`src/timer_pkg.sv`:
```
// Shared constants, types and register map of the dual timer unit
package timer_pkg;
  localparam logic [7:0] OFF_CORE_CTRL = 8'h00;
  localparam logic [7:0] OFF_AUX_CTRL = 8'h04;
  localparam logic [7:0] OFF_CORE_CNT = 8'h08;
  localparam logic [7:0] OFF_AUX_CNT = 8'h0c;
  localparam logic [7:0] OFF_CAPTURE_RELOAD = 8'h10;
  localparam logic [7:0] OFF_IRQ_STATUS = 8'h14;
  localparam logic [7:0] OFF_IRQ_MASK = 8'h18;
  localparam int CORE_IDX = 0;
  localparam int AUX_IDX = 1;
  localparam int NTMR = 2;
  localparam int PRE_W = 8;
  localparam logic [PRE_W-1:0] PRE_RST = 8'h00;
  localparam int IRQ_CORE_WRAP = 0;
  localparam int IRQ_AUX_WRAP = 1;
  localparam int IRQ_CAPTURE = 2;
  localparam int NIRQ = 3;
  localparam logic [NIRQ-1:0] IRQ_RST = 3'h0;
  localparam int PIN_CNT0 = 0;
  localparam int PIN_DIR0 = 2;
  localparam int PIN_CAPTURE = 4;
  localparam int PIN_NB_CNT = 5;
  localparam int PIN_NB_DIR = 6;
  localparam int NPIN = 7;
  localparam logic [NPIN-1:0] PIN_RST = 7'h00;
  typedef enum logic [1:0] {
    SRC_PRESC = 2'b00,
    SRC_PIN = 2'b01,
    SRC_LATCH = 2'b10,
    SRC_OFF = 2'b11
  } clk_src_e;
  typedef enum logic [1:0] {
    CAP_PIN = 2'b00,
    CAP_NB_CNT = 2'b01,
    CAP_NB_DIR = 2'b10,
    CAP_NB_BOTH = 2'b11
  } cap_src_e;
  typedef struct packed {
    logic out_en;
    logic clr_cap;
    cap_src_e cap_src;
    logic [1:0] cap_edge;
    logic opt_en;
    logic pin_dir;
    logic down;
    clk_src_e src;
    logic [2:0] pre;
    logic run;
  } tmr_ctrl_s;
  localparam int CTRL_W = $bits(tmr_ctrl_s);
  localparam tmr_ctrl_s CTRL_RST = 15'h0000;
endpackage

```
`src/timer_count.sv`:
```
// One up/down counting timer with clear, write and wrap reload
`timescale 1ns/1ps
`default_nettype none
module timer_count import timer_pkg::*; #(
  parameter int WIDTH = 16
) (
  input wire logic pclk,
  input wire logic presetn,
  input wire logic tick,
  input wire logic down,
  input wire logic clear,
  input wire logic wr,
  input wire logic [WIDTH-1:0] wr_val,
  input wire logic load_en,
  input wire logic [WIDTH-1:0] load_val,
  output logic [WIDTH-1:0] cnt,
  output logic wrap
);
  logic [WIDTH-1:0] cnt_ff;
  logic at_end;

  if (WIDTH < 2 || WIDTH > 32) begin : g_bad_width
    $error("timer width must be 2 to 32");
  end

  assign at_end = down ? (cnt_ff == '0) : (cnt_ff == '1);
  assign wrap = tick && !clear && !wr && at_end;
  assign cnt = cnt_ff;

  always_ff @(posedge pclk or negedge presetn) begin
    if (!presetn) begin
      cnt_ff <= '0;
    end else if (clear) begin
      cnt_ff <= '0;
    end else if (wr) begin
      cnt_ff <= wr_val;
    end else if (wrap && load_en) begin
      cnt_ff <= load_val;
    end else if (tick) begin
      cnt_ff <= down ? cnt_ff - WIDTH'(1) : cnt_ff + WIDTH'(1);
    end
  end
endmodule
`default_nettype wire

```
`src/dual_timer_capture_reload.sv`:
```
// Dual timer unit with capture/reload register and APB slave
`timescale 1ns/1ps
`default_nettype none
module dual_timer_capture_reload import timer_pkg::*; #(
  parameter int WIDTH = 16
) (
  input wire logic pclk,
  input wire logic presetn,
  input wire logic psel,
  input wire logic penable,
  input wire logic pwrite,
  input wire logic [7:0] paddr,
  input wire logic [31:0] pwdata,
  output logic [31:0] prdata,
  output logic pready,
  output logic pslverr,
  input wire logic core_count_pin,
  input wire logic aux_count_pin,
  input wire logic core_direction_input_pin,
  input wire logic aux_direction_input_pin,
  input wire logic capture_input_pin,
  input wire logic neighbour_count_input,
  input wire logic neighbour_direction_input,
  output logic toggle_output_pin,
  output logic compare_unit_b_clock,
  output logic irq
);
  tmr_ctrl_s ctrl_ff [NTMR];
  logic [WIDTH-1:0] cnt [NTMR];
  logic tick [NTMR];
  logic wrap [NTMR];
  logic tdown [NTMR];
  logic twr [NTMR];
  logic [NPIN-1:0] pins_in;
  logic [NPIN-1:0] s1_ff, s2_ff, s3_ff;
  logic [NPIN-1:0] rise, fall;
  logic [PRE_W-1:0] pre_ff;
  logic [WIDTH-1:0] capreg_ff;
  logic latch_ff, toggle_out_ff, cmp_clk_ff;
  logic [NIRQ-1:0] status_ff, mask_ff, events, nxt_status;
  logic irq_ff, pready_ff, pslverr_ff;
  logic [31:0] prdata_ff;
  logic setup, wr_en, aux_clear, cap_evt, pin_cap, nb_cap;
  logic [31:0] rdata_c;
  logic rd_err_c;

  if (WIDTH < 2 || WIDTH > 32) begin : g_bad_width
    $error("timer width must be 2 to 32");
  end

  // Pin synchronisers and edge detection
  assign pins_in = {neighbour_direction_input, neighbour_count_input, capture_input_pin,
                    aux_direction_input_pin, core_direction_input_pin,
                    aux_count_pin, core_count_pin};
  always_ff @(posedge pclk or negedge presetn) begin
    if (!presetn) begin
      s1_ff <= PIN_RST;
      s2_ff <= PIN_RST;
      s3_ff <= PIN_RST;
    end else begin
      s1_ff <= pins_in;
      s2_ff <= s1_ff;
      s3_ff <= s2_ff;
    end
  end
  assign rise = s2_ff & ~s3_ff;
  assign fall = ~s2_ff & s3_ff;

  // Free running prescaler
  always_ff @(posedge pclk or negedge presetn) begin
    if (!presetn) begin
      pre_ff <= PRE_RST;
    end else begin
      pre_ff <= pre_ff + PRE_W'(1);
    end
  end

  assign setup = psel && !penable;
  assign wr_en = psel && penable && pready_ff && pwrite;

  // Per timer clocking, direction and control register
  for (genvar i = 0; i < NTMR; i++) begin : g_tmr
    logic [PRE_W-1:0] mask;
    logic pre_tick, latch_in;
    if (i == AUX_IDX) begin : g_chain
      assign latch_in = wrap[CORE_IDX];
    end else begin : g_nochain
      assign latch_in = 1'b0;
    end
    assign mask = PRE_W'((9'h002 << ctrl_ff[i].pre) - 9'h001);
    assign pre_tick = &(pre_ff | ~mask);
    always_comb begin
      tick[i] = 1'b0;
      if (ctrl_ff[i].run) begin
        case (ctrl_ff[i].src)
          SRC_PRESC: tick[i] = pre_tick;
          SRC_PIN: tick[i] = rise[PIN_CNT0+i];
          SRC_LATCH: tick[i] = latch_in;
          default: tick[i] = 1'b0;
        endcase
      end
    end
    assign tdown[i] = ctrl_ff[i].pin_dir ? s2_ff[PIN_DIR0+i] : ctrl_ff[i].down;
    assign twr[i] = wr_en && (paddr == (i == CORE_IDX ? OFF_CORE_CNT : OFF_AUX_CNT));
    always_ff @(posedge pclk or negedge presetn) begin
      if (!presetn) begin
        ctrl_ff[i] <= CTRL_RST;
      end else if (wr_en && paddr == (i == CORE_IDX ? OFF_CORE_CTRL : OFF_AUX_CTRL)) begin
        ctrl_ff[i] <= tmr_ctrl_s'(pwdata[CTRL_W-1:0]);
      end
    end
  end

  // Both timers, core reloads from the shared register
  timer_count #(.WIDTH(WIDTH)) u_core (
    .pclk(pclk),
    .presetn(presetn),
    .tick(tick[CORE_IDX]),
    .down(tdown[CORE_IDX]),
    .clear(1'b0),
    .wr(twr[CORE_IDX]),
    .wr_val(pwdata[WIDTH-1:0]),
    .load_en(ctrl_ff[CORE_IDX].opt_en),
    .load_val(capreg_ff),
    .cnt(cnt[CORE_IDX]),
    .wrap(wrap[CORE_IDX])
  );
  timer_count #(.WIDTH(WIDTH)) u_aux (
    .pclk(pclk),
    .presetn(presetn),
    .tick(tick[AUX_IDX]),
    .down(tdown[AUX_IDX]),
    .clear(aux_clear),
    .wr(twr[AUX_IDX]),
    .wr_val(pwdata[WIDTH-1:0]),
    .load_en(1'b0),
    .load_val(capreg_ff),
    .cnt(cnt[AUX_IDX]),
    .wrap(wrap[AUX_IDX])
  );

  // Capture trigger selection
  assign pin_cap = (ctrl_ff[AUX_IDX].cap_edge[0] && rise[PIN_CAPTURE]) ||
                   (ctrl_ff[AUX_IDX].cap_edge[1] && fall[PIN_CAPTURE]);
  assign nb_cap = (ctrl_ff[AUX_IDX].cap_src[0] && (rise[PIN_NB_CNT] || fall[PIN_NB_CNT])) ||
                  (ctrl_ff[AUX_IDX].cap_src[1] && (rise[PIN_NB_DIR] || fall[PIN_NB_DIR]));
  assign cap_evt = ctrl_ff[AUX_IDX].opt_en &&
                   (ctrl_ff[AUX_IDX].cap_src == CAP_PIN ? pin_cap : nb_cap);
  assign aux_clear = cap_evt && ctrl_ff[AUX_IDX].clr_cap;

  always_ff @(posedge pclk or negedge presetn) begin
    if (!presetn) begin
      capreg_ff <= '0;
    end else if (cap_evt) begin
      capreg_ff <= cnt[AUX_IDX];
    end else if (wr_en && paddr == OFF_CAPTURE_RELOAD) begin
      capreg_ff <= pwdata[WIDTH-1:0];
    end
  end

  // Toggle latch, toggle pin and compare unit clock
  always_ff @(posedge pclk or negedge presetn) begin
    if (!presetn) begin
      latch_ff <= 1'b0;
      toggle_out_ff <= 1'b0;
      cmp_clk_ff <= 1'b0;
    end else begin
      latch_ff <= latch_ff ^ wrap[CORE_IDX];
      toggle_out_ff <= ctrl_ff[CORE_IDX].out_en && (latch_ff ^ wrap[CORE_IDX]);
      cmp_clk_ff <= wrap[CORE_IDX];
    end
  end

  // Sticky status, write one to clear, set wins
  assign events = {cap_evt, wrap[AUX_IDX], wrap[CORE_IDX]};
  always_comb begin
    nxt_status = status_ff;
    if (wr_en && paddr == OFF_IRQ_STATUS) begin
      nxt_status = status_ff & ~pwdata[NIRQ-1:0];
    end
    nxt_status = nxt_status | events;
  end
  always_ff @(posedge pclk or negedge presetn) begin
    if (!presetn) begin
      status_ff <= IRQ_RST;
      mask_ff <= IRQ_RST;
      irq_ff <= 1'b0;
    end else begin
      status_ff <= nxt_status;
      if (wr_en && paddr == OFF_IRQ_MASK) begin
        mask_ff <= pwdata[NIRQ-1:0];
      end
      irq_ff <= |(status_ff & mask_ff);
    end
  end

  // Read decode
  always_comb begin
    rdata_c = 32'h0000_0000;
    rd_err_c = 1'b0;
    if (paddr == OFF_CORE_CTRL) begin
      rdata_c = 32'(ctrl_ff[CORE_IDX]);
    end else if (paddr == OFF_AUX_CTRL) begin
      rdata_c = 32'(ctrl_ff[AUX_IDX]);
    end else if (paddr == OFF_CORE_CNT) begin
      rdata_c = 32'(cnt[CORE_IDX]);
    end else if (paddr == OFF_AUX_CNT) begin
      rdata_c = 32'(cnt[AUX_IDX]);
    end else if (paddr == OFF_CAPTURE_RELOAD) begin
      rdata_c = 32'(capreg_ff);
    end else if (paddr == OFF_IRQ_STATUS) begin
      rdata_c = 32'(status_ff);
    end else if (paddr == OFF_IRQ_MASK) begin
      rdata_c = 32'(mask_ff);
    end else begin
      rd_err_c = 1'b1;
    end
  end

  // APB slave, one wait free access phase
  always_ff @(posedge pclk or negedge presetn) begin
    if (!presetn) begin
      pready_ff <= 1'b0;
      pslverr_ff <= 1'b0;
      prdata_ff <= 32'h0000_0000;
    end else begin
      pready_ff <= setup;
      if (setup) begin
        pslverr_ff <= rd_err_c;
        prdata_ff <= pwrite ? 32'h0000_0000 : rdata_c;
      end
    end
  end

  assign prdata = prdata_ff;
  assign pready = pready_ff;
  assign pslverr = pslverr_ff;
  assign toggle_output_pin = toggle_out_ff;
  assign compare_unit_b_clock = cmp_clk_ff;
  assign irq = irq_ff;

  // Checks
  a_tick_spacing: assert property (@(posedge pclk) disable iff (!presetn)
    tick[CORE_IDX] |=> !tick[CORE_IDX]) else $error("core ticks closer than two clocks");
  a_pin_clock: assert property (@(posedge pclk) disable iff (!presetn)
    ctrl_ff[CORE_IDX].run && ctrl_ff[CORE_IDX].src == SRC_PIN && rise[PIN_CNT0] |->
    tick[CORE_IDX]) else $error("count pin edge not counted");
  a_down_count: assert property (@(posedge pclk) disable iff (!presetn)
    tick[CORE_IDX] && tdown[CORE_IDX] && !wrap[CORE_IDX] && !twr[CORE_IDX] |=>
    cnt[CORE_IDX] == $past(cnt[CORE_IDX]) - WIDTH'(1)) else $error("down count wrong");
  a_latch_toggle: assert property (@(posedge pclk) disable iff (!presetn)
    wrap[CORE_IDX] |=> latch_ff != $past(latch_ff)) else $error("latch did not toggle");
  a_chain_clock: assert property (@(posedge pclk) disable iff (!presetn)
    ctrl_ff[AUX_IDX].run && ctrl_ff[AUX_IDX].src == SRC_LATCH && wrap[CORE_IDX] |->
    tick[AUX_IDX]) else $error("aux not clocked by latch");
  a_cmp_clock: assert property (@(posedge pclk) disable iff (!presetn)
    wrap[CORE_IDX] |=> compare_unit_b_clock ##1 !compare_unit_b_clock || wrap[CORE_IDX])
    else $error("compare clock pulse missing");
  a_reload_value: assert property (@(posedge pclk) disable iff (!presetn)
    wrap[CORE_IDX] && ctrl_ff[CORE_IDX].opt_en |=> cnt[CORE_IDX] == $past(capreg_ff))
    else $error("core reload wrong");
  a_capture_copy: assert property (@(posedge pclk) disable iff (!presetn)
    cap_evt |=> capreg_ff == $past(cnt[AUX_IDX])) else $error("capture value wrong");
  a_capture_clear: assert property (@(posedge pclk) disable iff (!presetn)
    cap_evt && ctrl_ff[AUX_IDX].clr_cap |=> cnt[AUX_IDX] == '0) else $error("aux not cleared");
  a_neighbour_cap: assert property (@(posedge pclk) disable iff (!presetn)
    ctrl_ff[AUX_IDX].opt_en && ctrl_ff[AUX_IDX].cap_src == CAP_NB_CNT && rise[PIN_NB_CNT]
    |-> cap_evt) else $error("neighbour edge did not capture");
  a_sync_latency: assert property (@(posedge pclk) disable iff (!presetn)
    $rose(capture_input_pin) && ctrl_ff[AUX_IDX].opt_en && ctrl_ff[AUX_IDX].cap_src ==
    CAP_PIN && ctrl_ff[AUX_IDX].cap_edge[0] ##1 $stable(ctrl_ff[AUX_IDX]) ##1
    $stable(ctrl_ff[AUX_IDX]) |-> cap_evt)
    else $error("capture not two clocks after pin edge");
  a_toggle_pin: assert property (@(posedge pclk) disable iff (!presetn)
    toggle_output_pin == ($past(ctrl_ff[CORE_IDX].out_en) && latch_ff)) else $error("toggle pin wrong");
  a_capture_status: assert property (@(posedge pclk) disable iff (!presetn)
    cap_evt |=> status_ff[IRQ_CAPTURE]) else $error("capture status not set");
  a_irq_level: assert property (@(posedge pclk) disable iff (!presetn)
    irq == $past(|(status_ff & mask_ff))) else $error("irq does not follow status");
  c_capture_clear: cover property (@(posedge pclk) disable iff (!presetn) aux_clear);
  c_core_reload: cover property (@(posedge pclk) disable iff (!presetn)
    wrap[CORE_IDX] && ctrl_ff[CORE_IDX].opt_en);
  c_chain_tick: cover property (@(posedge pclk) disable iff (!presetn)
    tick[AUX_IDX] && ctrl_ff[AUX_IDX].src == SRC_LATCH);
  c_irq: cover property (@(posedge pclk) disable iff (!presetn) irq);
  c_nb_capture: cover property (@(posedge pclk) disable iff (!presetn)
    cap_evt && ctrl_ff[AUX_IDX].cap_src != CAP_PIN);
endmodule
`default_nettype wire

```
`config.mk`:
```
export PLATFORM = sky130hd
export DESIGN_NAME = dual_timer_capture_reload
export DESIGN_NICKNAME = d
export VERILOG_FILES = /design/src/timer_pkg.sv /design/src/timer_count.sv /design/src/dual_timer_capture_reload.sv
export SDC_FILE = /design/constraint.sdc
export NUM_CORES = 1
export LEC_CHECK = 0
export BUFFER_PORTS_ARGS = -buffer_cell sky130_fd_sc_hd__buf_2
export CAP_MARGIN = 0
export CORE_MARGIN = 5
export CORE_UTILIZATION = 35
export DETAILED_ROUTE_END_ITERATION = 7
export GPL_TIMING_DRIVEN = 0
export REMOVE_ABC_BUFFERS = 1
export SLEW_MARGIN = 30
export SYNTH_ARGS = -nofsm -noshare
export SYNTH_HDL_FRONTEND = slang
export SYNTH_SLANG_ARGS = --single-unit
```
`constraint.sdc`:
```
create_clock -name pclk -period 3.77 [get_ports pclk]
set_input_delay 0.5655 -clock pclk [delete_from_list [all_inputs] [get_ports pclk]]
set_output_delay 0.5655 -clock pclk [all_outputs]
set_load 0.1 [all_outputs]
```
# Word-level counts from Yosys, hierarchy flattened
# Index checks and enable logic that the tools add are counted.
[word_totals]
wordCells = 148
ff_bits = 151
[classes]
shifts = 2
mux = 35
eq_ne = 11
reduce_logical = 44
addsub = 7
bitwise = 13
[ops]
columns = ["op", "count"]
rows = [
  ["2-to-1 mux 16 bit", 13],
  ["2-to-1 mux 32 bit", 3],
  ["adder 16 x 1 -> 16 bit (second input constant)", 2],
  ["equality test 16 bit (second input constant)", 2],
  ["zero test 16 bit", 2],
  ["subtractor 16 x 1 -> 16 bit (second input constant)", 2],
  ["equality test 8 x 5 -> 1 bit (second input constant)", 3],
  ["logical AND 1 bit", 24],
  ["equality test 8 x 4 -> 1 bit (second input constant)", 2],
  ["inverter 8 bit", 2],
  ["OR 8 bit", 2],
  ["AND reduction 8 bit", 2],
  ["<< shifter 2 x 3 -> 8 bit (first input constant)", 2],
  ["subtractor 8 x 1 -> 8 bit (second input constant)", 2],
  ["bitwise AND 7 bit", 2],
  ["2-to-1 mux 1 bit", 14],
  ["inverter 7 bit", 2],
  ["2-to-1 mux 3 bit", 3],
  ["adder 8 x 1 -> 8 bit (second input constant)", 1],
  ["equality test 8 x 3 -> 1 bit (second input constant)", 1],
  ["zero test 8 bit", 1],
  ["bitwise AND 3 bit", 2],
  ["zero test 2 bit", 3],
  ["nonzero test 3 bit", 2],
  ["11 further kinds", 18],
]

# Logic depth before layout (Yosys ltp)
# Gate-level depths: netlist (run 1).
[depth]
word_depth = 15
ltp_mapped = 12
mapped_depth_nobuf = 11

# Hierarchy
# Synthesis (run 1) repeated with hierarchy kept, for this count alone.
[unflattened]
cells_unflattened = 908
area_unflattened_um2 = 8663.3
[modules_own_cells]
columns = ["module", "cells_per_inst", "instances", "area_per_inst_um2"]
rows = [
  ["dual_timer_capture_reload", 440, 1, 4972.3],
  ["timer_count", 234, 2, 1845.5],
]

# Least setup slack after synthesis (run 1)
# No wires, ideal clock.
[synth_timing]
kind = "reg-to-reg"
startpoint = "register pready_ff (netlist: pready)"
endpoint = "register u_core.cnt_ff[5] (netlist: u_core.cnt[5])"
arrival_ns = 2.968
n_path_buf = 4
slack_ns = 0.674
path_stages_with_launch = 13
synth_period_minus_slack_ns = 3.096
cell_sequence = "dfrtp_1 > and4_4 > buf_6 > and4_4 > buf_6 > or3b_4 > nor4_4 > and2_1 > buf_6 > buf_6 > nor2_1 > a211oi_1 > nor3_1"
[synth_between]
elab_chain_len = 9
word_cells_on_any_way = 10
classes_between = "2 x mux; 8 x reduce/logical"
[synth_rtl]
columns = ["item", "line_no", "text"]
rows = [
  ["start: declaration", "dual_timer_capture_reload.sv:41", "logic irq_ff, pready_ff, pslverr_ff;"],
  ["start signal: assignment", "dual_timer_capture_reload.sv:227", "pready_ff <= setup;"],
  ["logical AND 1 bit * (2 in series)", "dual_timer_capture_reload.sv:79", "assign wr_en = psel && penable && pready_ff && pwrite;"],
  ["logical AND 1 bit *", "dual_timer_capture_reload.sv:104", "assign twr[i] = wr_en && (paddr == (i == CORE_IDX ? OFF_CORE_CNT : OFF_AUX_CNT));"],
  ["zero test 1 bit *", "timer_count.sv:27", "assign wrap = tick && !clear && !wr && at_end;"],
  ["logical AND 1 bit * (2 in series)", "timer_count.sv:27", ""],
  ["named net g_tmr[1].latch_in", "dual_timer_capture_reload.sv:84", "logic pre_tick, latch_in;"],
  ["logical AND 1 bit *", "timer_count.sv:37", "end else if (wrap && load_en) begin"],
  ["2-to-1 mux 16 bit", "timer_count.sv:37", ""],
  ["2-to-1 mux 16 bit", "timer_count.sv:35", "end else if (wr) begin"],
  ["end signal: assignment", "timer_count.sv:36", "cnt_ff <= wr_val;"],
  ["end signal: assignment", "timer_count.sv:38", "cnt_ff <= load_val;"],
  ["end signal: assignment", "timer_count.sv:40", "cnt_ff <= down ? cnt_ff - WIDTH'(1) : cnt_ff + WIDTH'(1);"],
  ["end: declaration", "timer_count.sv:19", "logic [WIDTH-1:0] cnt_ff;"],
]
# The timed path passes the listed nets; every way through them passes the cells marked *.
# A chain may end at the register's enable or synchronous reset.

# Final worst setup path (run 1)
[layout_timing]
startpoint = "input paddr[2]"
endpoint = "register u_core.cnt_ff[3] (netlist: u_core.cnt[3])"
[layout_between]
elab_chain_len = 8
word_cells_on_any_way = 9
classes_between = "1 x eq/ne; 2 x mux; 6 x reduce/logical"
[layout_rtl]
columns = ["item", "line_no", "text"]
rows = [
  ["start: declaration", "dual_timer_capture_reload.sv:12", "input wire logic [7:0] paddr,"],
  ["equality test 8 x 4 -> 1 bit *", "dual_timer_capture_reload.sv:104", ""],
  ["logical AND 1 bit *", "dual_timer_capture_reload.sv:104", ""],
  ["zero test 1 bit *", "timer_count.sv:27", ""],
  ["logical AND 1 bit * (2 in series)", "timer_count.sv:27", ""],
  ["named net g_tmr[1].latch_in", "dual_timer_capture_reload.sv:84", ""],
  ["logical AND 1 bit *", "timer_count.sv:37", ""],
  ["2-to-1 mux 16 bit", "timer_count.sv:37", ""],
  ["2-to-1 mux 16 bit", "timer_count.sv:35", ""],
]
# Marked as above.

==> results of run 1 <==
placed cells by master (no fill, tap or decap), drive strengths merged, types with 4 or more instances in the layout:
master,Yosys,routed
buf,26,61
nand3b,6,6
o211a,4,4
conb,1,16
mux2i,26,26
ha,29,29
nand2b,8,8
inv,19,19
a211oi,19,19
clkbuf,28,18
clkinv,0,7
nand3,14,14
and2,10,10
or3,5,5
nor2,56,56
xor2,12,12
a22o,23,23
a21o,4,4
o31ai,6,6
a222oi,7,7
nor2b,8,8
nand2,66,66
mux2,34,34
o41ai,4,4
dfrtp,133,133
a22oi,15,15
o31a,4,4
o21ai,55,55
nor3,16,16
nor4,14,14
xnor2,17,17
clkinvlp,0,6
and3,18,18
o21a,6,6
a31oi,4,4
nand4,10,10
a21oi,46,46
worst register-to-register path, stage by stage (launching register included):
cell and delay, ps:
dfrtp_1 400, mux2i_2 540, clkinvlp_4 330, ha_1 380
nor2b_1 170, o31a_1 290, o221ai_1 330, a311oi_1 180
o21ai_0 250, a21oi_1 100, a311o_1 330, a21oi_1 130
cell type report:
cell class / instances / area, um^2
Timing Repair Buffer: 61 / 347.8
Inverter: 19 / 75.07
Tap cell: 280 / 350.3
Fill cell: 2181 / 13020
Multi-Input combinational cell: 607 / 4220
Clock buffer: 18 / 439.2
Clock inverter: 14 / 111.4
Sequential cell: 133 / 3328
registers in the layout (all words and copies together) (netlist names):
register              flops
status_ff                 3
compare_unit_b_clock      1
toggle_output_pin         1
u_core.cnt               16
pslverr                   1
mask_ff                   3
ctrl_ff                  30
s3_ff                     5
prdata                   16
pready                    1
s2_ff                     7
u_aux.cnt                16
irq                       1
capreg_ff                16
s1_ff                     7
pre_ff                    8
latch_ff                  1
power groups by stage:
stage                     clock (mW)  combinational, mW  sequential, mW
after global placement             0              0.229            1.49
final                           1.56              0.237            1.47
after detailed placement           0              0.237            1.49
after CTS                       1.58              0.238            1.47
after floorplan                    0              0.123            1.51
after global routing            1.66              0.256            1.47
metrics by stage:
stage / hold WS [ps] / total power [mW] / setup WS (ps)
floorplan: 269.9 / 1.629 / 389.1
global placement: 332.1 / 1.723 / -1015
detailed placement: 336.5 / 1.731 / -557.7
CTS: 94.50 / 3.291 / 47.54
global route: 116.9 / 3.388 / 27.39
finish: 74.17 / 3.268 / 245.1
layer usage:
layer	part of all wire, %	vias up	global-route usage (%)
li1	-	3023	-
met1	48	3187	24.78
met2	47	155	26.75
met3	4.0	29	3.288
met4	1.5	0	4.847
met5	0	-	0
timing repair:
item | CTS | global route
resized for setup | 1 | 3
pin swaps | 1 | 0
buffers inserted | 0 | 2
gates cloned | 1 | 0
endpoints found under the setup margin | 5 | 17
synthesized netlist by cell type, drive strengths merged (5+ instances only):
cell type and n:
dfrtp 133, nand2 66, nor2 56, o21ai 55
a21oi 46, mux2 34, ha 29, clkbuf 28
buf 26, mux2i 26, a22o 23, a211oi 19
inv 19, and3 18, xnor2 17, nor3 16
a22oi 15, nand3 14, nor4 14, xor2 12
and2 10, nand4 10, nand2b 8, nor2b 8
a222oi 7, nand3b 6, o21a 6, o31ai 6
or3 5
cell families after synthesis:
logic type / after synthesis / share of synthesized area [%]
mux: 60 / 8.252
fa+ha+maj: 31 / 5.169
compound gates: 227 / 19.96
xor+xnor: 29 / 3.259
flops: 133 / 42.70
simple gates: 243 / 15.88
buf+inv: 73 / 4.736
other cells: 1 / 0.04812
how the worst max path moves through the flow:
stage / endpoint / slack, ps / cells after the start
finish: u_core.cnt[3]$_DFFE_PN0P_ / 250 / 9
global route: u_aux.cnt[15]$_DFFE_PN0P_ / 30 / 12
CTS: u_aux.cnt[13]$_DFFE_PN0P_ / 50 / 8
detailed placement: u_aux.cnt[13]$_DFFE_PN0P_ / -560 / 8
global placement: u_aux.cnt[13]$_DFFE_PN0P_ / -1020 / 8
floorplan: u_aux.cnt[4]$_DFFE_PN0P_ / 390 / 8
==> results.yml, run 1 <==
timing:
  skew_ps: 7.849
  slew_violations: 0
  setup_viol: 0
  fmax_mhz: 283.7
  rsz0062_at_grt: "no"
  period_needed_ps: 3525
  worst_slew_pin_slew_ps: 1041
  final.setup.tns_ps: 0
  hold_viol: 0
  fin_crit_sh_pct: 93.50
  slew_headroom_pct: 29.66
setup_path:
  cp-end-kind: "flop"
  crit_chain: "buf_2, inv_1, and4_4, or3b_4, nor4_4, and2_1, nor3_1, a211oi_1, nor3_1"
  cp_num_buf_inv: 2
  worstPathMaxFanout: 24
  start_kind: "primary input"
  critical-path-top-delay-family: "simple AND/OR/NAND/NOR gates"
  regToRegEndpoint: "u_aux.cnt[14]$_DFFE_PN0P_"
  cp_slowest_cell: "and2_1"
  critPathArrivalTime_ps: 3830
  r2r_start: "ctrl_ff[7]$_DFFE_PN0P_"
  startpoint: "paddr[2]"
  cp.required_ps: 4070
  r2r_setup_slack_ps: 270
  crit_type: "primary input to flop"
  crit_top_cell: "nor3_1"
  worstRegToRegCells: 11
  slowest_delay_ps: 750
routing:
  ant_nets: 0
  vias: 6394
  wl_um: 22210
  drc: 0
  drtIter0Drc: 549
  viasPerCell: 5.648
  post_drt_wl_per_cell_um: 19.62
  dr.pass1.iters: 5
synthesis:
  synth_top_area_share_pct: 42.70
  synthTopCellsByArea: "dfrtp_1 43%, mux2_2 4.8%, ha_1 4.7%, o21ai_0 3.4%, mux2i_1 3.3%"
  synth_cell_types: 69
  syn_inst: 797
  syn-cell-area_um2: 7794
  synth_top_area_cell: "dfrtp_1"
  syn_avg_cell_area_um2: 9.779
  synth-seq-cells: 133
  ys_seq_area_share_pct: 42.70
  synthFlopType: "dfrtp_1"
  yosysWarnings: 0
  synthArstFlopShare_pct: 100.0
  synth_enable_flop_cells: 0
placement:
  dp.cells: 1097
  dpl_cell_area_um2: 8269
  hpwl_um: 15660
  gp_congestion: 0.8697
  portBuffers: 56
floorplan:
  io_pins: 89
  die_y_um: 159.2
  rows: 54
  core_um2: 21890
  start_util_pct: 35.60
  die_x_um: 159.2
  die_area_um2: 25350
cts:
  clk_path_buf_depth: 2
  clock_sinks: 133
  cts_tree: "built"
  clk_pin_slew_ps: 60
  cts_made_buffers: 17
  clock_latency_ps: 420
  cts_htree_levels: 4
  cts_root_buf: "clkbuf_16"
  holdBufCountCts: 0
power:
  p_per_area_nw_per_um2: 368.3
  p_int_mw: 2.413
  switching_share_pct: 26.15
  seqPwrFrac_pct: 45.0
  share_comb_of_total_power_pct: 7.3
  p_leak_nw: 4.031
  p_sw_mw: 0.8544
  ir_drop_mv: 0.2415
  clockPowerShare_pct: 47.8
hold_path:
  hold_class: "primary input to asynchronous set/reset pin"
flow_run:
  maxCapViolations: 0
grt:
  grt_pass1_wl_um: 35310
  grt_max_degree: 77
  antenna_found_initial: 0
  grtUsageTotal_pct: 17.28
  grt_pass1_vias: 6076
  grt_overflow: 0
final_layout:
  final_core_util_pct: 40.53
  area_growth_pct: 13.84
  drive_gt1_share_pct: 17.25
  diodes: 0
  stdcell_area_um2: 8872
  nets: 922
  stdcell_count: 1132
status:
  status: "finished, final reports clean"
No activity file was read; power rests on OpenSTA's default activity.
==> inputs of run 2 (changes only) <==
CORE_UTILIZATION = 50   (was 35)
PLACE_DENSITY = 0.7   (was not set)
==> results.yml, run 2 (synthesis results as in run 1) <==
setup_path:
  crit_type: "primary input to flop"
  critical-path-top-delay-family: "simple AND/OR/NAND/NOR gates"
  crit_top_cell: "nor3_1"
  cp.required_ps: 4080
  cp-end-kind: "flop"
  crit_cells: 9
  cp_num_buf_inv: 2
  r2r_start: "u_core.cnt[13]$_DFFE_PN0P_"
  r2r_setup_slack_ps: 300
  cp_slowest_cell: "and2_1"
  worstPathMaxFanout: 24
  crit_chain: "buf_2, inv_1, and4_4, or3b_4, nor4_4, and2_1, nor3_1, a211oi_1, nor3_1"
  slowest_delay_ps: 790
  start_kind: "primary input"
  regToRegEndpoint: "u_aux.cnt[13]$_DFFE_PN0P_"
  worstRegToRegCells: 8
  critPathArrivalTime_ps: 3890
routing:
  dr.pass1.iters: 6
  wl_um: 21020
  viasPerCell: 6.229
  drtIter0Drc: 885
  vias: 6603
  post_drt_wl_per_cell_um: 19.83
  ant_nets: 0
  drc: 0
status:
  status: "finished, final reports clean"
placement:
  portBuffers: 56
  hpwl_um: 14700
  gp_congestion: 0.9089
cts:
  cts_htree_levels: 4
  holdBufCountCts: 0
  clk_path_buf_depth: 2
  clock_sinks: 133
  cts_setup_buffers: 0
  cts_root_buf: "clkbuf_16"
  clock_latency_ps: 430
  cts_tree: "built"
  clk_pin_slew_ps: 60
  cts_made_buffers: 17
timing:
  slew_headroom_pct: 24.78
  fmax_mhz: 279.4
  rsz0062_at_grt: "no"
  setup_viol: 0
  worst_slew_pin_slew_ps: 1113
  period_needed_ps: 3579
  fin_crit_sh_pct: 94.94
  hold_viol: 0
  slew_violations: 0
  skew_ps: 11.19
flow_run:
  maxCapViolations: 0
floorplan:
  rows: 45
  core_um2: 15260
  io_pins: 89
  die_x_um: 134.9
  start_util_pct: 51.08
  die_y_um: 134.9
  die_area_um2: 18180
final_layout:
  area_growth_pct: 12.78
  final_common_cell: "dfrtp_1"
  final_core_util_pct: 57.61
  final_cell_mix: "133 x dfrtp_1, 65 x nand2_1, 55 x buf_2, 54 x nor2_1, 53 x o21ai_0"
  drive_gt1_share_pct: 16.49
  largest_register_ffs: 30
  nets: 919
  top_register: "ctrl_ff"
  diodes: 0
power:
  p_leak_nw: 4.032
  clockPowerShare_pct: 49.2
  seqPwrFrac_pct: 43.9
  p_sw_mw: 0.8742
  p_int_mw: 2.475
  p_per_area_nw_per_um2: 381.1
  share_comb_of_total_power_pct: 7.0
  ir_drop_mv: 0.3810
  power_mw: 3.350
  switching_share_pct: 26.10
hold_path:
  hold_class: "primary input to asynchronous set/reset pin"
grt:
  grt_pass1_wl_um: 33530
  grt_pass1_vias: 6201
  grt_overflow: 0
  grt_max_degree: 81
  antenna_found_initial: 0
  grtUsageTotal_pct: 23.60
run 2: power by group through the flow:
stage | logic (mW) | registers, mW | clock network [mW]
6_report | 0.234 | 1.47 | 1.65
5_1_grt | 0.251 | 1.47 | 1.72
4_1_cts | 0.234 | 1.47 | 1.65
3_5_place_dp | 0.232 | 1.49 | 0
3_3_place_gp | 0.223 | 1.49 | 0
2_1_floorplan | 0.123 | 1.51 | 0
run 2: area by class of cell:
type	count	area (um^2)
clock buffer	18	429.2
clock inverter	14	152.6
fill	1307	6469
inverter	19	71.32
multi-input combinational	607	4219
sequential	133	3328
tap	211	264.0
timing repair buffer	58	325.3
run 2: metal layers:
metal	part of all wire (%)	vias to the layer above	wire length (um)	global-route usage, %
met5	0	-	0	0
met4	1.8	0	369	7.127
met3	7.7	32	1628	5.030
met2	47	301	9816	36.71
met1	44	3237	9205	33.28
li1	-	3033	-	-
run 2: worst max path at each step:
stage,start,end,slack [ps]
after CTS,paddr[4],status_ff[1]$_DFF_PN0_,50
final,paddr[2],u_core.cnt[3]$_DFFE_PN0P_,190
after floorplan,pre_ff[5]$_DFF_PN0_,u_aux.cnt[4]$_DFFE_PN0P_,390
after global placement,paddr[4],status_ff[1]$_DFF_PN0_,-810
after global routing,ctrl_ff[7]$_DFFE_PN0P_,u_aux.cnt[14]$_DFFE_PN0P_,20
after detailed placement,paddr[4],status_ff[1]$_DFF_PN0_,-480
run 2: through the flow:
step                hold slack [ps]  setup WS (ps)  cells  TNS (ps)  area (um^2)
floorplan                     269.9          389.1    758         0         7552
global placement              331.8         -812.9   1025    -12770         8097
detailed placement            335.6         -478.3   1027     -6220         8173
CTS                           61.93          46.22   1060         0         8771
global route                  78.89          24.75   1060         0         8790
finish                        52.98          190.8   1060         0         8790
run 2: what timing repair did:
| action | in CTS | in global routing |
|---|---|---|
| endpoints found under the setup margin | 2 | 17 |
| gates resized for setup | 0 | 3 |
| pin swaps | 1 | 0 |
| cloned | 1 | 0 |
==> inputs of run 3 (changes only) <==
CAP_MARGIN = 40   (was 0)
MAX_ROUTING_LAYER = met4   (was not set)
PLACE_DENSITY = 0.69   (was 0.7)
SYNTH_HIERARCHICAL = 1   (was not set)
==> results.yml, run 3 <==
timing:
  final.setup.tns_ps: 0
  slew_violations: 0
  fin_crit_sh_pct: 96.48
  worst_slew_pin_slew_ps: 878.2
  period_needed_ps: 3637
  fmax_mhz: 274.9
  hold_viol: 0
  rsz0062_at_grt: "no"
  skew_ps: 6.446
  setup_viol: 0
  slew_headroom_pct: 41.11
grt:
  grt_pass1_wl_um: 40010
  grt_max_degree: 87
  grtUsageTotal_pct: 25.97
  grt_pass1_vias: 7152
  antenna_found_initial: 0
  grt_overflow: 0
routing:
  vias: 7414
  ant_nets: 0
  dr.pass1.iters: 5
  drtIter0Drc: 672
  wl_um: 24900
  viasPerCell: 6.189
  post_drt_wl_per_cell_um: 20.78
  drc: 0
floorplan:
  die_area_um2: 20060
  io_pins: 89
  core_um2: 17180
  start_util_pct: 50.44
  die_y_um: 141.6
  rows: 48
  die_x_um: 141.6
power:
  ir_drop_mv: 0.2932
  p_per_area_nw_per_um2: 368.0
  power_mw: 3.637
  seqPwrFrac_pct: 40.3
  p_int_mw: 2.768
  clockPowerShare_pct: 52.1
  switching_share_pct: 23.90
  p_sw_mw: 0.8694
  share_comb_of_total_power_pct: 7.6
  p_leak_nw: 4.510
synthesis:
  synth_top_area_share_pct: 38.42
  synthAdderAreaFrac_pct: 4.650
  yosys-top-cells-count: "133 x dfrtp_1, 100 x nand2_1, 69 x nor2_1"
  synthFlopType: "dfrtp_1"
  synth_xor_area_share_pct: 3.134
  ys_seq_area_share_pct: 38.42
  synth_cell_types: 71
  synth_compound_area_share_pct: 20.26
  synthSimpleGateAreaFrac_pct: 16.59
  synth-seq-cells: 133
  yosysWarnings: 6
  synth_top_family_by_area: "compound AO/OA/AOI/OAI gates"
  syn-cell-area_um2: 8663
  synthArstFlopShare_pct: 100.0
  syn_avg_cell_area_um2: 9.541
  synth.most_common_cell: "dfrtp_1"
  synth_mux_area_share_pct: 12.00
  synth_top_area_cell: "dfrtp_1"
  synth_enable_flop_cells: 0
  synthTopCellsByArea: "dfrtp_1 38%, mux2i_1 4.5%, nand2_1 4.3%, ha_1 4.2%, mux2_2 3.8%"
  syn_inst: 908
final_layout:
  final_cell_mix: "133 x dfrtp_1, 100 x nand2_1, 69 x nor2_1, 60 x o21ai_0"
  area_growth_pct: 14.11
  final_core_util_pct: 57.55
  top_register: "ctrl_ff"
  nets: 1043
  drive_gt1_share_pct: 19.84
  largest_register_ffs: 30
  final_common_cell: "dfrtp_1"
  diodes: 0
  stdcell_count: 1198
cts:
  cts_tree: "built"
  cts_htree_levels: 4
  cts_root_buf: "clkbuf_16"
  clock_latency_ps: 420
  clk_path_buf_depth: 2
  cts_made_buffers: 17
  clock_sinks: 133
  clk_pin_slew_ps: 60
hold_path:
  hold_class: "primary input to asynchronous set/reset pin"
status:
  status: "finished, final reports clean"
placement:
  hpwl_um: 17550
  gp_congestion: 0.9305
  dp.cells: 1162
  portBuffers: 56
setup_path:
  start_kind: "flop"
  cp.required_ps: 4080
  crit_type: "flop to flop"
  crit_chain: "nand2_1, or3_1, a21o_1, a221o_1, a21oi_4, buf_4, nand4_1, o2bb2ai_2, mux2i_1, a21oi_1, a22o_1"
  cp_slowest_cell: "o2bb2ai_2"
  slowest_delay_ps: 750
  worstPathMaxFanout: 13
  r2r_start: "pre_ff[2]$_DFF_PN0_"
  cp-end-kind: "flop"
  critPathArrivalTime_ps: 3950
  startpoint: "pre_ff[2]$_DFF_PN0_"
flow_run:
  maxCapViolations: 0
run 3: cell count changes after synthesis, moves of 13 or more:
| cell | change |
|---|---|
| a21o_1 | +16 |
| and3_1 | -14 |
| mux2_4 | +20 |
| mux2i_1 | +13 |
| nand2_1 | +35 |
| nor2_1 | +13 |
run 3: through the flow:
| stage | setup slack [ps] | hold slack (ps) | cell area (um^2) |
|---|---|---|---|
| CTS | 73.68 | 49.74 | 9859 |
| global placement | -2623 | 333.9 | 8951 |
| floorplan | -976.3 | 269.9 | 8389 |
| global route | 10.36 | 73.46 | 9886 |
| finish | 132.8 | 38.79 | 9886 |
| detailed placement | -935.4 | 336.2 | 9165 |
run 3: repair_timing:
action,CTS,global route
endpoints found under the setup margin,17,5
hold buffers,0,0
setup buffers,1,0
cloned,1,0
hold endpoints to repair,0,0
pin swaps,1,0
gates resized for setup,3,1
run 3: layer usage:
metal	share of wire, %	up-vias	GRT usage [%]
li1	-	3424	-
met1	46	3637	36.64
met2	45	302	38.52
met3	6.8	51	4.449
met4	2.5	0	7.879
met5	0	-	-
run 3: cells by family after synthesis:
logic type | count (synthesis)
buffers and inverters | 80
XOR/XNOR | 31
AND/OR/NAND/NOR | 283
other | 1
multiplexers | 89
AO/OA/AOI/OAI | 260
flip-flops | 133
adder cells (fa/ha/maj) | 31
run 3: power groups by stage:
stage          Sequential [mW]  Clock (mW)  Combinational [mW]
4_1_cts                   1.46        1.91               0.275
2_1_floorplan             1.50           0               0.141
3_3_place_gp              1.49           0               0.260
3_5_place_dp              1.49           0               0.273
5_1_grt                   1.47        1.98               0.299
6_report                  1.46        1.90               0.278
run 3: critical path: cells and delay by family, from the launching register on:
family	cells	cell delay, ps
AO/OA/AOI/OAI	6	1920
multiplexers	1	260
flip-flops	1	400
AND/OR/NAND/NOR	3	690
buffers and inverters	1	240
run 3: layout make-up:
class	instances	area [um^2]
clock buffers	20	446.7
clock inverters	12	225.2
fillers	1500	7291
inverters	21	80.08
multi-input cells	715	5044
flip-flops and latches	133	3328
well taps	225	281.5
repair buffers	72	480.5
run 3: worst paths after layout:
path                                        endpoint  slack [ps]  cells after the start
max                        u_core/cnt[5]$_DFFE_PN0P_         130                     11
min                               s3_ff[6]$_DFF_PN0_          40                      1
max reg2reg                u_core/cnt[5]$_DFFE_PN0P_         130                     11
min reg2reg                       s2_ff[0]$_DFF_PN0_         350                      0
max in group asynchronous   capreg_ff[2]$_DFFE_PN0P_        2960                      2
min in group pclk                 s1_ff[2]$_DFF_PN0_         240                      1
